## src/common/event_timer_pkg.sv

```systemverilog
// Constants and register layout of the sixteen-bit event timer
package event_timer_pkg;
   // Register byte addresses
   localparam logic [7:0] ADDR_CTRL = 8'h00;
   localparam logic [7:0] ADDR_COUNT_LOW = 8'h04;
   localparam logic [7:0] ADDR_COUNT_HIGH = 8'h08;
   localparam logic [7:0] ADDR_IRQ_FLAG = 8'h0C;
   localparam logic [7:0] ADDR_IRQ_ENABLE = 8'h10;
   localparam logic [7:0] ADDR_STATUS = 8'h14;
   // Control register fields
   localparam int CTRL_TIMER_ON = 0;
   localparam int CTRL_CLK_EXT = 1;
   localparam int CTRL_SYNC_DISABLE_N = 2;
   localparam int CTRL_OSC_ENABLE = 3;
   localparam logic [3:0] CTRL_RESET = 4'h0;
   // Flag and enable fields
   localparam int IRQ_OVERFLOW = 0;
   localparam int IRQ_SPECIAL_EVENT = 1;
   localparam logic [1:0] IRQ_RESET = 2'h0;
   // Status fields
   localparam int STAT_ASYNC = 0;
   localparam int STAT_TIMEBASE = 1;
   localparam int STAT_OSC_ACTIVE = 2;
   // Count layout
   localparam logic [15:0] COUNT_RESET = 16'h0000;
   localparam logic [15:0] COUNT_MAX = 16'hFFFF;
   // Compare mode that clears the counter
   localparam logic [3:0] MODE_SPECIAL_EVENT = 4'hB;
   // Internal time base: one tick per four system clocks
   localparam logic [1:0] INT_TICK_LAST = 2'h3;
   // Oscillator activity window: toggles seen within this many cycles
   localparam logic [7:0] OSC_IDLE_LIMIT = 8'hFF;
   // Bus responses
   localparam logic [1:0] RESP_OKAY = 2'h0;
   localparam logic [1:0] RESP_SLVERR = 2'h2;
endpackage

```

## src/hw/ext_clk_edge.sv

```systemverilog
// Rising-edge detector for the external count clock, plain or synchronised
`timescale 1ns/1ps
module ext_clk_edge
   import event_timer_pkg::*;
(
   // Clock and reset
   input wire logic aclk,
   input wire logic aresetn,
   // Clock input and mode
   input wire logic ext_clk,
   input wire logic sync_on,
   // Edge pulse
   output logic rise
);
   logic raw_q, raw_prev_q;
   logic meta_q, sync_q, sync_prev_q;
   logic rise_raw, rise_sync;

   // Single sample path, no metastability guard
   always_ff @(posedge aclk)
   begin
      if (!aresetn)
      begin
         raw_q <= 1'b0;
         raw_prev_q <= 1'b0;
      end
      else
      begin
         raw_q <= ext_clk;
         raw_prev_q <= raw_q;
      end
   end

   // Two-flop synchroniser, then edge history
   always_ff @(posedge aclk)
   begin
      if (!aresetn)
      begin
         meta_q <= 1'b0;
         sync_q <= 1'b0;
         sync_prev_q <= 1'b0;
      end
      else
      begin
         meta_q <= ext_clk;
         sync_q <= meta_q;
         sync_prev_q <= sync_q;
      end
   end

   assign rise_raw = raw_q & ~raw_prev_q;
   assign rise_sync = sync_q & ~sync_prev_q;
   assign rise = sync_on ? rise_sync : rise_raw;
endmodule

```

## src/hw/timer_osc_ctrl.sv

```systemverilog
// Low-power crystal oscillator drive and activity detect
`timescale 1ns/1ps
module timer_osc_ctrl
   import event_timer_pkg::*;
(
   // Clock and reset
   input wire logic aclk,
   input wire logic aresetn,
   // Enable
   input wire logic osc_enable,
   // Oscillator pins
   input wire logic timer_osc_in_pin,
   output logic timer_osc_out_pin,
   output logic timer_osc_out_oe,
   // Activity
   output logic osc_active
);
   logic in_prev_q;
   logic [7:0] idle_q;
   logic toggled;

   // Inverting amplifier; no halt gating so it runs through halt
   always_ff @(posedge aclk)
   begin
      if (!aresetn)
      begin
         timer_osc_out_pin <= 1'b0;
         timer_osc_out_oe <= 1'b0;
         in_prev_q <= 1'b0;
      end
      else
      begin
         timer_osc_out_pin <= osc_enable & ~timer_osc_in_pin;
         timer_osc_out_oe <= osc_enable;
         in_prev_q <= timer_osc_in_pin;
      end
   end

   assign toggled = timer_osc_in_pin ^ in_prev_q;

   // Start-up is not timed here; software polls or waits itself
   always_ff @(posedge aclk)
   begin
      if (!aresetn || !osc_enable)
         idle_q <= OSC_IDLE_LIMIT;
      else if (toggled)
         idle_q <= 8'h00;
      else if (idle_q != OSC_IDLE_LIMIT)
         idle_q <= idle_q + 8'h01;
   end

   assign osc_active = (idle_q != OSC_IDLE_LIMIT);
endmodule

```

## src/hw/event_timer.sv

```systemverilog
// Sixteen-bit event timer with AXI4-Lite registers and compare trigger clear
//
// Implementation choices: the AXI4-Lite register port and the placing of the registers.
`timescale 1ns/1ps
module event_timer
   import event_timer_pkg::*;
(
   // Clock and reset
   input wire logic aclk,
   input wire logic aresetn,
   // AXI4-Lite write address
   input wire logic [7:0] s_axi_awaddr,
   input wire logic s_axi_awvalid,
   output logic s_axi_awready,
   // AXI4-Lite write data
   input wire logic [31:0] s_axi_wdata,
   input wire logic [3:0] s_axi_wstrb,
   input wire logic s_axi_wvalid,
   output logic s_axi_wready,
   // AXI4-Lite write response
   output logic [1:0] s_axi_bresp,
   output logic s_axi_bvalid,
   input wire logic s_axi_bready,
   // AXI4-Lite read address
   input wire logic [7:0] s_axi_araddr,
   input wire logic s_axi_arvalid,
   output logic s_axi_arready,
   // AXI4-Lite read data
   output logic [31:0] s_axi_rdata,
   output logic [1:0] s_axi_rresp,
   output logic s_axi_rvalid,
   input wire logic s_axi_rready,
   // Oscillator pins, input doubles as external count clock
   input wire logic timer_osc_in_pin,
   output logic timer_osc_out_pin,
   output logic timer_osc_out_oe,
   // Low-power halt
   input wire logic low_power_halt,
   output logic wake_req,
   // Capture/compare unit
   input wire logic [3:0] compare_mode_select,
   input wire logic [15:0] compare_value_pair,
   output logic [15:0] count_pair,
   output logic timebase_valid,
   // Converter
   input wire logic adc_enable,
   output logic adc_start,
   // Interrupt
   output logic irq
);
   // Control and interrupt state
   logic [3:0] timer_control_reg_q;
   logic [1:0] periph_irq_flag_reg_q;
   logic [1:0] periph_irq_enable_reg_q;
   logic [15:0] count_q, count_d;
   logic [1:0] tick_div_q;
   logic match_prev_q;
   logic adc_start_q;

   // Bus state
   logic bvalid_q, rvalid_q;
   logic [1:0] bresp_q, rresp_q;
   logic [31:0] rdata_q;

   // Decoded control
   logic timer_on, clk_ext, ext_clock_sync_disable_n, timer_osc_enable;
   logic async_mode;
   logic ext_rise, int_tick, count_tick;
   logic wrap, match, special_event;
   logic osc_active;

   // Write decode
   logic wr_fire, wr_lane0;
   logic wr_ctrl, wr_low, wr_high, wr_flag, wr_enable, wr_status, wr_hit;
   logic [7:0] wr_byte;

   // Read decode
   logic rd_fire;
   logic [31:0] rd_word;
   logic rd_hit;

   assign timer_on = timer_control_reg_q[CTRL_TIMER_ON];
   assign clk_ext = timer_control_reg_q[CTRL_CLK_EXT];
   assign ext_clock_sync_disable_n = timer_control_reg_q[CTRL_SYNC_DISABLE_N];
   assign timer_osc_enable = timer_control_reg_q[CTRL_OSC_ENABLE];

   // Asynchronous counting: external clock with synchroniser bypassed
   assign async_mode = clk_ext & ext_clock_sync_disable_n;

   // Edge detect of the external clock
   ext_clk_edge u_edge (
      .aclk(aclk),
      .aresetn(aresetn),
      .ext_clk(timer_osc_in_pin),
      .sync_on(~ext_clock_sync_disable_n),
      .rise(ext_rise)
   );

   // Dedicated oscillator
   timer_osc_ctrl u_osc (
      .aclk(aclk),
      .aresetn(aresetn),
      .osc_enable(timer_osc_enable),
      .timer_osc_in_pin(timer_osc_in_pin),
      .timer_osc_out_pin(timer_osc_out_pin),
      .timer_osc_out_oe(timer_osc_out_oe),
      .osc_active(osc_active)
   );

   // Internal time base divider
   always_ff @(posedge aclk)
   begin
      if (!aresetn)
         tick_div_q <= 2'h0;
      else
         tick_div_q <= (tick_div_q == INT_TICK_LAST) ? 2'h0 : tick_div_q + 2'h1;
   end

   assign int_tick = (tick_div_q == INT_TICK_LAST);

   // Only asynchronous counting keeps ticking in halt
   assign count_tick = timer_on & (clk_ext ? (ext_rise & (async_mode | ~low_power_halt))
                                           : (int_tick & ~low_power_halt));

   // Compare time base is withheld in asynchronous counting
   assign timebase_valid = ~async_mode;
   assign count_pair = count_q;

   // Compare match makes the special event; edge keeps it one pulse
   assign match = (compare_mode_select == MODE_SPECIAL_EVENT) & timebase_valid
                  & (count_q == compare_value_pair);
   assign special_event = match & ~match_prev_q;

   assign wrap = count_tick & (count_q == COUNT_MAX);

   // Bus write channel decode
   assign wr_fire = s_axi_awvalid & s_axi_wvalid & ~bvalid_q;
   assign wr_lane0 = s_axi_wstrb[0];
   assign wr_byte = s_axi_wdata[7:0];
   assign wr_ctrl = wr_fire & wr_lane0 & (s_axi_awaddr == ADDR_CTRL);
   assign wr_low = wr_fire & wr_lane0 & (s_axi_awaddr == ADDR_COUNT_LOW);
   assign wr_high = wr_fire & wr_lane0 & (s_axi_awaddr == ADDR_COUNT_HIGH);
   assign wr_flag = wr_fire & wr_lane0 & (s_axi_awaddr == ADDR_IRQ_FLAG);
   assign wr_enable = wr_fire & wr_lane0 & (s_axi_awaddr == ADDR_IRQ_ENABLE);
   assign wr_status = (s_axi_awaddr == ADDR_STATUS);
   assign wr_hit = (s_axi_awaddr == ADDR_CTRL) | (s_axi_awaddr == ADDR_COUNT_LOW)
                 | (s_axi_awaddr == ADDR_COUNT_HIGH) | (s_axi_awaddr == ADDR_IRQ_FLAG)
                 | (s_axi_awaddr == ADDR_IRQ_ENABLE) | wr_status;
   assign s_axi_awready = wr_fire;
   assign s_axi_wready = wr_fire;

   // Next count: write, then trigger clear, then increment.
   // All paths run on aclk, so no ripple carry exists to corrupt on disable.
   always_comb
   begin
      count_d = count_q;
      if (count_tick)
         count_d = count_q + 16'h0001;
      if (special_event)
         count_d = COUNT_RESET;
      if (wr_low)
         count_d[7:0] = wr_byte;
      if (wr_high)
         count_d[15:8] = wr_byte;
   end

   // Count register
   always_ff @(posedge aclk)
   begin
      if (!aresetn)
         count_q <= COUNT_RESET;
      else
         count_q <= count_d;
   end

   // Trigger edge history and converter start
   always_ff @(posedge aclk)
   begin
      if (!aresetn)
      begin
         match_prev_q <= 1'b0;
         adc_start_q <= 1'b0;
      end
      else
      begin
         match_prev_q <= match;
         adc_start_q <= special_event & adc_enable;
      end
   end

   assign adc_start = adc_start_q;

   // Control register
   always_ff @(posedge aclk)
   begin
      if (!aresetn)
         timer_control_reg_q <= CTRL_RESET;
      else if (wr_ctrl)
         timer_control_reg_q <= wr_byte[3:0];
   end

   // Sticky flags: write one clears, a new event wins over the clear.
   // The trigger clear is its own event and never marks an overflow.
   always_ff @(posedge aclk)
   begin
      if (!aresetn)
         periph_irq_flag_reg_q <= IRQ_RESET;
      else
      begin
         periph_irq_flag_reg_q[IRQ_OVERFLOW] <=
            wrap | (periph_irq_flag_reg_q[IRQ_OVERFLOW]
                    & ~(wr_flag & wr_byte[IRQ_OVERFLOW]));
         periph_irq_flag_reg_q[IRQ_SPECIAL_EVENT] <=
            special_event | (periph_irq_flag_reg_q[IRQ_SPECIAL_EVENT]
                             & ~(wr_flag & wr_byte[IRQ_SPECIAL_EVENT]));
      end
   end

   // Interrupt enable mask
   always_ff @(posedge aclk)
   begin
      if (!aresetn)
         periph_irq_enable_reg_q <= IRQ_RESET;
      else if (wr_enable)
         periph_irq_enable_reg_q <= wr_byte[1:0];
   end

   // Level interrupt; also wakes the core from halt
   assign irq = |(periph_irq_flag_reg_q & periph_irq_enable_reg_q);
   assign wake_req = irq;

   // Write response, one cycle after acceptance
   always_ff @(posedge aclk)
   begin
      if (!aresetn)
      begin
         bvalid_q <= 1'b0;
         bresp_q <= RESP_OKAY;
      end
      else if (wr_fire)
      begin
         bvalid_q <= 1'b1;
         bresp_q <= (wr_hit & ~wr_status) ? RESP_OKAY : RESP_SLVERR;
      end
      else if (s_axi_bready)
         bvalid_q <= 1'b0;
   end

   assign s_axi_bvalid = bvalid_q;
   assign s_axi_bresp = bresp_q;

   // Read mux; the count lives on aclk so either byte is always coherent
   assign rd_fire = s_axi_arvalid & ~rvalid_q;
   assign rd_hit = (s_axi_araddr == ADDR_CTRL) | (s_axi_araddr == ADDR_COUNT_LOW)
                 | (s_axi_araddr == ADDR_COUNT_HIGH) | (s_axi_araddr == ADDR_IRQ_FLAG)
                 | (s_axi_araddr == ADDR_IRQ_ENABLE) | (s_axi_araddr == ADDR_STATUS);
   assign rd_word =
      (s_axi_araddr == ADDR_CTRL) ? {28'h0000000, timer_control_reg_q} :
      (s_axi_araddr == ADDR_COUNT_LOW) ? {24'h000000, count_q[7:0]} :
      (s_axi_araddr == ADDR_COUNT_HIGH) ? {24'h000000, count_q[15:8]} :
      (s_axi_araddr == ADDR_IRQ_FLAG) ? {30'h0, periph_irq_flag_reg_q} :
      (s_axi_araddr == ADDR_IRQ_ENABLE) ? {30'h0, periph_irq_enable_reg_q} :
      (s_axi_araddr == ADDR_STATUS) ? {29'h0, osc_active, timebase_valid, async_mode} :
      32'h00000000;
   assign s_axi_arready = rd_fire;

   // Read data, one cycle after acceptance
   always_ff @(posedge aclk)
   begin
      if (!aresetn)
      begin
         rvalid_q <= 1'b0;
         rdata_q <= 32'h00000000;
         rresp_q <= RESP_OKAY;
      end
      else if (rd_fire)
      begin
         rvalid_q <= 1'b1;
         rdata_q <= rd_word;
         rresp_q <= rd_hit ? RESP_OKAY : RESP_SLVERR;
      end
      else if (s_axi_rready)
         rvalid_q <= 1'b0;
   end

   assign s_axi_rvalid = rvalid_q;
   assign s_axi_rdata = rdata_q;
   assign s_axi_rresp = rresp_q;
endmodule

```

## config.mk

```make
export PLATFORM = sky130hd
export DESIGN_NAME = event_timer
export DESIGN_NICKNAME = d
export VERILOG_FILES = /design/src/common/event_timer_pkg.sv /design/src/hw/ext_clk_edge.sv /design/src/hw/timer_osc_ctrl.sv /design/src/hw/event_timer.sv
export SDC_FILE = /design/constraint.sdc
export NUM_CORES = 1
export LEC_CHECK = 0
export ABC_AREA = 1
export BUFFER_PORTS_ARGS = -buffer_cell sky130_fd_sc_hd__buf_2
export CAP_MARGIN = 20
export CORE_AREA = 2 2 118 120
export CTS_BUF_LIST = sky130_fd_sc_hd__clkbuf_4 sky130_fd_sc_hd__clkbuf_8 sky130_fd_sc_hd__clkbuf_16
export CTS_CLUSTER_DIAMETER = 150
export DETAILED_ROUTE_END_ITERATION = 12
export DIE_AREA = 0 0 120 122
export GPL_TIMING_DRIVEN = 0
export PLACE_DENSITY = 0.61
export SLEW_MARGIN = 20
export SYNTH_ARGS = -nofsm -noshare
export SYNTH_HDL_FRONTEND = slang
export SYNTH_HIERARCHICAL = 1
export SYNTH_SLANG_ARGS = --single-unit
```

## constraint.sdc

```tcl
create_clock -name aclk -period 2.1 [get_ports aclk]
set_clock_uncertainty 0.05 [all_clocks]
set_input_delay 0.42 -clock aclk [delete_from_list [all_inputs] [get_ports aclk]]
set_output_delay 0.42 -clock aclk [all_outputs]
set_load 0.01 [all_outputs]
```

Word-level counts from Yosys, hierarchy flattened
Cells that the tools add are included.
{ "op_classes": {"add_sub_neg": 3, "n_eq_ne": 15, "mux": 20, "n_bitwise": 53, "n_reduce_logical": 12} }
{ "op_table": {"columns": ["op", "n"], "rows": [
  ["$mux 8", 7],
  ["$eq 8x4->1 const B", 4],
  ["$eq 8x5->1 const B", 4],
  ["$mux 16", 2],
  ["$and 1x1->1", 26],
  ["$add 16x1->16 const B", 1],
  ["$eq 16x16->1", 1],
  ["$eq 16x16->1 const B", 1],
  ["$eq 8x3->1 const B", 2],
  ["$logic_not 8->1", 2],
  ["$or 1x1->1", 13],
  ["$not 1->1", 12],
  ["$mux 3", 3],
  ["$add 8x1->8 const B", 1],
  ["$ne 8x8->1 const B", 1],
  ["$mux 1", 6],
  ["$reduce_bool 2->1", 3],
  ["$reduce_bool 3->1", 2],
  ["$eq 4x4->1 const B", 1],
  ["$mux 2", 2],
  ["$reduce_or 2->1", 2],
  ["$add 2x1->2 const B", 1],
  ["$and 2x2->2", 1],
  ["$eq 2x2->1 const B", 1],
  ["other kinds (3)", 4]
]} }
{ "word_totals": {"reg_bits": 79, "in_bits": 82, "out_inout_bits": 63, "wordCells": 122} }

Longest topological paths before layout
{ "depth": {"depth_word": 9, "mapped_depth": 14} }

Cells and area by module
The synthesis kept the hierarchy.
{ "modules_own_cells": {"columns": ["module", "instances", "cells_each", "area_each_um2"], "rows": [
  ["event_timer", 1, 519, 3129.3],
  ["timer_osc_ctrl", 1, 75, 559.3],
  ["ext_clk_edge", 1, 15, 112.6]
]} }

Worst setup path before layout
OpenSTA, ideal clock, no wires.
{ "synth_path": {"path_kind": "input port to flip-flop", "from": "input s_axi_awvalid", "to": "register count_q[14], in the netlist count_pair[14]", "arrival_time_ps": 1500, "t_required_ps": 1916, "slack_ps": 416, "path_stages": 9, "n_path_buf": 1, "path_cell_list": "nand2_1 -> nor2_4 -> nand2_2 -> inv_1 -> nand4_2 -> buf_2 -> or2_2 -> nand3_1 -> a21oi_1"} }
{ "synth_between": {"elab_chain_len": 5, "elab_cells_between_ends": 6, "classes_between": "mux (1); bitwise (4); reduce/logical (1)"} }
{ "synth_lines": {"columns": ["item", "line", "rtl"], "rows": [
  ["start: declaration", "event_timer.sv:13", "input wire logic s_axi_awvalid,"],
  ["$and 1x1->1 (*) (2 in series)", "event_timer.sv:137", "assign wr_fire = s_axi_awvalid & s_axi_wvalid & ~bvalid_q;"],
  ["named net s_axi_awready", "event_timer.sv:14", "output logic s_axi_awready,"],
  ["$and 1x1->1 (*) (2 in series)", "event_timer.sv:142", "assign wr_high = wr_fire & wr_lane0 & (s_axi_awaddr == ADDR_COUNT_HIGH);"],
  ["$reduce_bool 3->1 (no source line) or $mux 8 (tied branches)", null, null],
  ["end signal: assignment", "event_timer.sv:173", "count_q <= count_d;"],
  ["end: declaration", "event_timer.sv:55", "logic [15:0] count_q, count_d;"]
]} }
Mark *: on every way through the listed nets, which the timed path passes. The rest lies on a longest branch.
A chain may end at the register's enable or synchronous reset.

Worst setup path after layout
{ "layout_path": {"from": "register count_q[12], in the netlist count_pair[12]", "to": "register count_q[6], in the netlist count_pair[6]"} }
{ "layout_between": {"elab_chain_len": 5, "elab_cells_between_ends": 6, "classes_between": "eq/ne (1); mux (2); bitwise (2); reduce/logical (1)"} }
{ "layout_lines": {"columns": ["item", "line", "rtl"], "rows": [
  ["$eq 16x16->1 (*)", "event_timer.sv:131", "& (count_q == compare_value_pair);"],
  ["$and 1x1->1 (*)", "event_timer.sv:131", null],
  ["$and 1x1->1 (*)", "event_timer.sv:132", "assign special_event = match & ~match_prev_q;"],
  ["$mux 16", "event_timer.sv:159", "if (special_event)"],
  ["$mux 8", "event_timer.sv:161", "if (wr_low)"]
]} }
Every way passes the cells marked *; elsewhere a longest branch is shown, timed or not.

==> summary.md <==
| Metric | Value |
|---|---|
| Worst Max-Slew Pin Slew | 0.757 ns |
| Max-Cap Viols | 0 |
| DR WL/cell | 12.6 microns |
| Synth async-reset ratio | 0% |
| Htree depth | 2 |
| Post-synthesis cell type count | 41 |
| Via count of the routed design | 4003 |
| Clk Latency, worst-skew pair | 0.30 ns |
| Endpoint class of the critical path | flip-flop |
| Row cnt | 43 |
| Worst endpoint required time | 2.22 ns |
| Average size of a mapped cell | 6.24 sq um |
| RSZ-0062 raised after global routing | false |
| Postcts setup bufs | 0 |
| Register area share after synthesis | 28.4% |
| Data arrival, critical path | 2.10 ns |
| Nets | 817 |
| DP HPWL | 9210 microns |
| First DRT Iteration DRCs | 277 |
| DR DRC count | 0 |
| Total CTS buffers | 5 |
| Critical path peak fanout | 10 |
| Run status | finished clean |
| Final GP Congestion | 0.923 |
| Total gr overflow | 0 |
| Psw | 0.000615 W |
| Die width | 120 microns |
| CTS tree | done |
| Final worst path period share | 94.7% |
| Area grow syn2layout | 25.0% |
| Switching portion of total power | 26.1% |
| Clk root buf | clkbuf_16 |
| Final setup fails | 0 |
| Clk sink count | 54 |
| First-pass GRT wire length | 18000 microns |
| # IOs | 145 |
| Area of the core | 0.0135 sq mm |
| Final ANT Viol Nets | 0 |
| Leak | 2.50 nW |
| EDFF count, synth | 0 |
| Largest net degree at the start of global routing | 19 |
| Post-CTS Hold Buffers | 0 |
| Initial antenna violation count | 0 |
| Total die area | 0.0146 sq mm |
| Synthesized flop and latch total | 54 |
| Syn. warnings | 6 |
| Fmax | 503 MHz |
| Pint | 0.00174 W |
| Post-Syn Area | 0.00380 sq mm |
| Min-delay worst type | primary input to flip-flop |
| CP startpoint kind | flip-flop |
| Vias in the first global route | 3443 |
| Vias/cell | 4.38 |
| DIE HEIGHT | 122 microns |
| Number of fill cells | 1483 |
| Relative slew margins | 49.6% |
| Setup TNS | 0 ns |
| PD cells | 496 mW/mm^2 |
| Clock network power share | 42.5% |
| Syn Inst Count | 609 |
| IR drop worst, VDD | 0.317 mV |
| Initial core utilization | 28.1% |
| Area leader, netlist | dfxtp_1 |
| Setup CP Type | flip-flop to flip-flop |
| Detailed Route WL | 11500 microns |
| Top_reg_cell synth | dfxtp_1 |
| Fin. max-slew vios | 0 |
| Synth area leaders | dfxtp_1 28%, nand2_1 16%, inv_1 7.5% |
| Clock buffer depth | 2 |
| Reg power frac | 44.6% |
| Initial DRT Pass Iterations | 5 |
| Top-area cell type share of the netlist area | 28.4% |
| PortBufs | 91 |
| Final hold slack | 0.288 ns |
| GRT Overall Usage | 15.6% |
| Hold Vio Cnt, Final | 0 |
| N_diodes | 0 |
| Share of layout cells above drive strength 1 | 25.5% |
| Tmin final | 1.99 ns |
| Part of the power in combinational logic | 13.0% |
| Clock transition at the registers of the reported paths | 0.08 ns |
[routing by layer]
layer,GRT usage [%],wire (microns),up-vias
met3,2.34,636,7
met2,24.9,5220,113
met1,22.4,5560,1757
met5,0,0,-
li1,-,-,2126
met4,3.16,61,0
[power groups by stage]
stage	logic (W)	clock network (W)	registers, W
3_3_place_gp	0.000301	0	0.00107
6_report	0.000305	0.00100	0.00105
2_1_floorplan	0.000181	0	0.00108
3_5_place_dp	0.000304	0	0.00107
4_1_cts	0.000305	0.00103	0.00105
5_1_grt	0.000341	0.00107	0.00105
[area by class of cell]
type                    count  area (sq um)  area share [%]
plain buffers              41           292            6.13
clock buffers               5           125            2.63
clock inverters             3          47.5            1.00
inverters                  90           339            7.14
multi-input cells         449          2180            46.0
flip-flops and latches     54          1080            22.8
well taps                 180           225            4.74
repair buffers             91           455            9.58
[cells by family after synthesis]
logic type                 after synthesis  synth area share, %
and+or+nand+nor                        339                 40.8
xor gates and xnor gates                11                 3.03
other                                    1               0.0987
DFF                                     54                 28.4
buffers and inverters                  131                 16.6
adders and majority gates                3                0.988
AOI/OAI and AO/OA                       70                 10.1
[final timing paths]
| path | start | depth (start not counted) | slack (ns) | end |
|---|---|---|---|---|
| setup / recovery | count_pair[12] | 12 | 0.11 | count_pair[6] |
| hold / removal | adc_enable | 3 | 0.29 | adc_start |
| setup reg to reg | count_pair[12] | 12 | 0.11 | count_pair[6] |
| hold reg to reg | tick_div_q[0] | 1 | 0.38 | tick_div_q[0] |
[critical path, stage by stage, from the launching register on]
cell and delay (ns):
dfxtp_1 0.48, inv_1 0.18, nand2_1 0.11, nand2_1 0.05, nor2_1 0.08, nand2_1 0.08
nor2_2 0.12, nand4_2 0.21, buf_6 0.22, nand4_1 0.08, nand2_1 0.06, nor2_1 0.08
nor2_1 0.05
[state kept, by name (all words and copies together) (netlist names), 2 cells and up]
| name | cells |
|---|---|
| periph_irq_enable_reg_q | 2 |
| tick_div_q | 2 |
| u_osc/idle_q | 8 |
| timer_control_reg_q | 4 |
| s_axi_rdata | 8 |
| periph_irq_flag_reg_q | 2 |
| count_pair | 16 |
[what timing repair did]
action                                 4_1_cts  5_1_grt
endpoints found under the hold margin        0        0
setup endpoints to repair                    0        2
gates resized for setup                      0        4
[per-stage QoR]
| step | util, % | std cells | power, W | setup WS [ns] | area [sq um] |
|---|---|---|---|---|---|
| floorplan | - | 634 | 0.00126 | 0.416 | 3890 |
| global placement | 33.9 | 905 | 0.00138 | 0.117 | 4580 |
| detailed placement | 33.9 | 905 | 0.00138 | 0.143 | 4580 |
| CTS | 35.2 | 913 | 0.00238 | 0.103 | 4750 |
| global route | 35.2 | 913 | 0.00246 | 0.0275 | 4750 |
| finish | 35.2 | 913 | 0.00236 | 0.111 | 4750 |
[layout by cell type (no fill, tap or decap), types with 7 or more instances in the layout]
cell,instances
nand2_1,165
buf_2,95
inv_1,76
nor2_1,70
dfxtp_1,52
nand3_1,34
buf_4,31
a21oi_1,27
conb_1,26
o21ai_0,23
nand4_1,17
nor2_2,13
inv_2,12
nor3_1,12
xor2_1,7
[Yosys cell counts (3+ instances only)]
cell	count
nor2_2	13
nand3b_1	4
buf_2	4
o21ai_0	23
nor3_1	12
nand3_2	3
buf_4	31
clkbuf_1	4
nand4_1	17
inv_2	12
nand3_4	3
inv_1	76
o22ai_1	4
o21ai_1	5
ha_1	3
or2_2	4
a31oi_1	3
dfxtp_1	54
xor2_1	7
nor2_1	70
nand2_2	5
xnor2_1	3
a21oi_1	27
nand3_1	34
nand2_1	165
No activity file was read; power rests on OpenSTA's default activity.
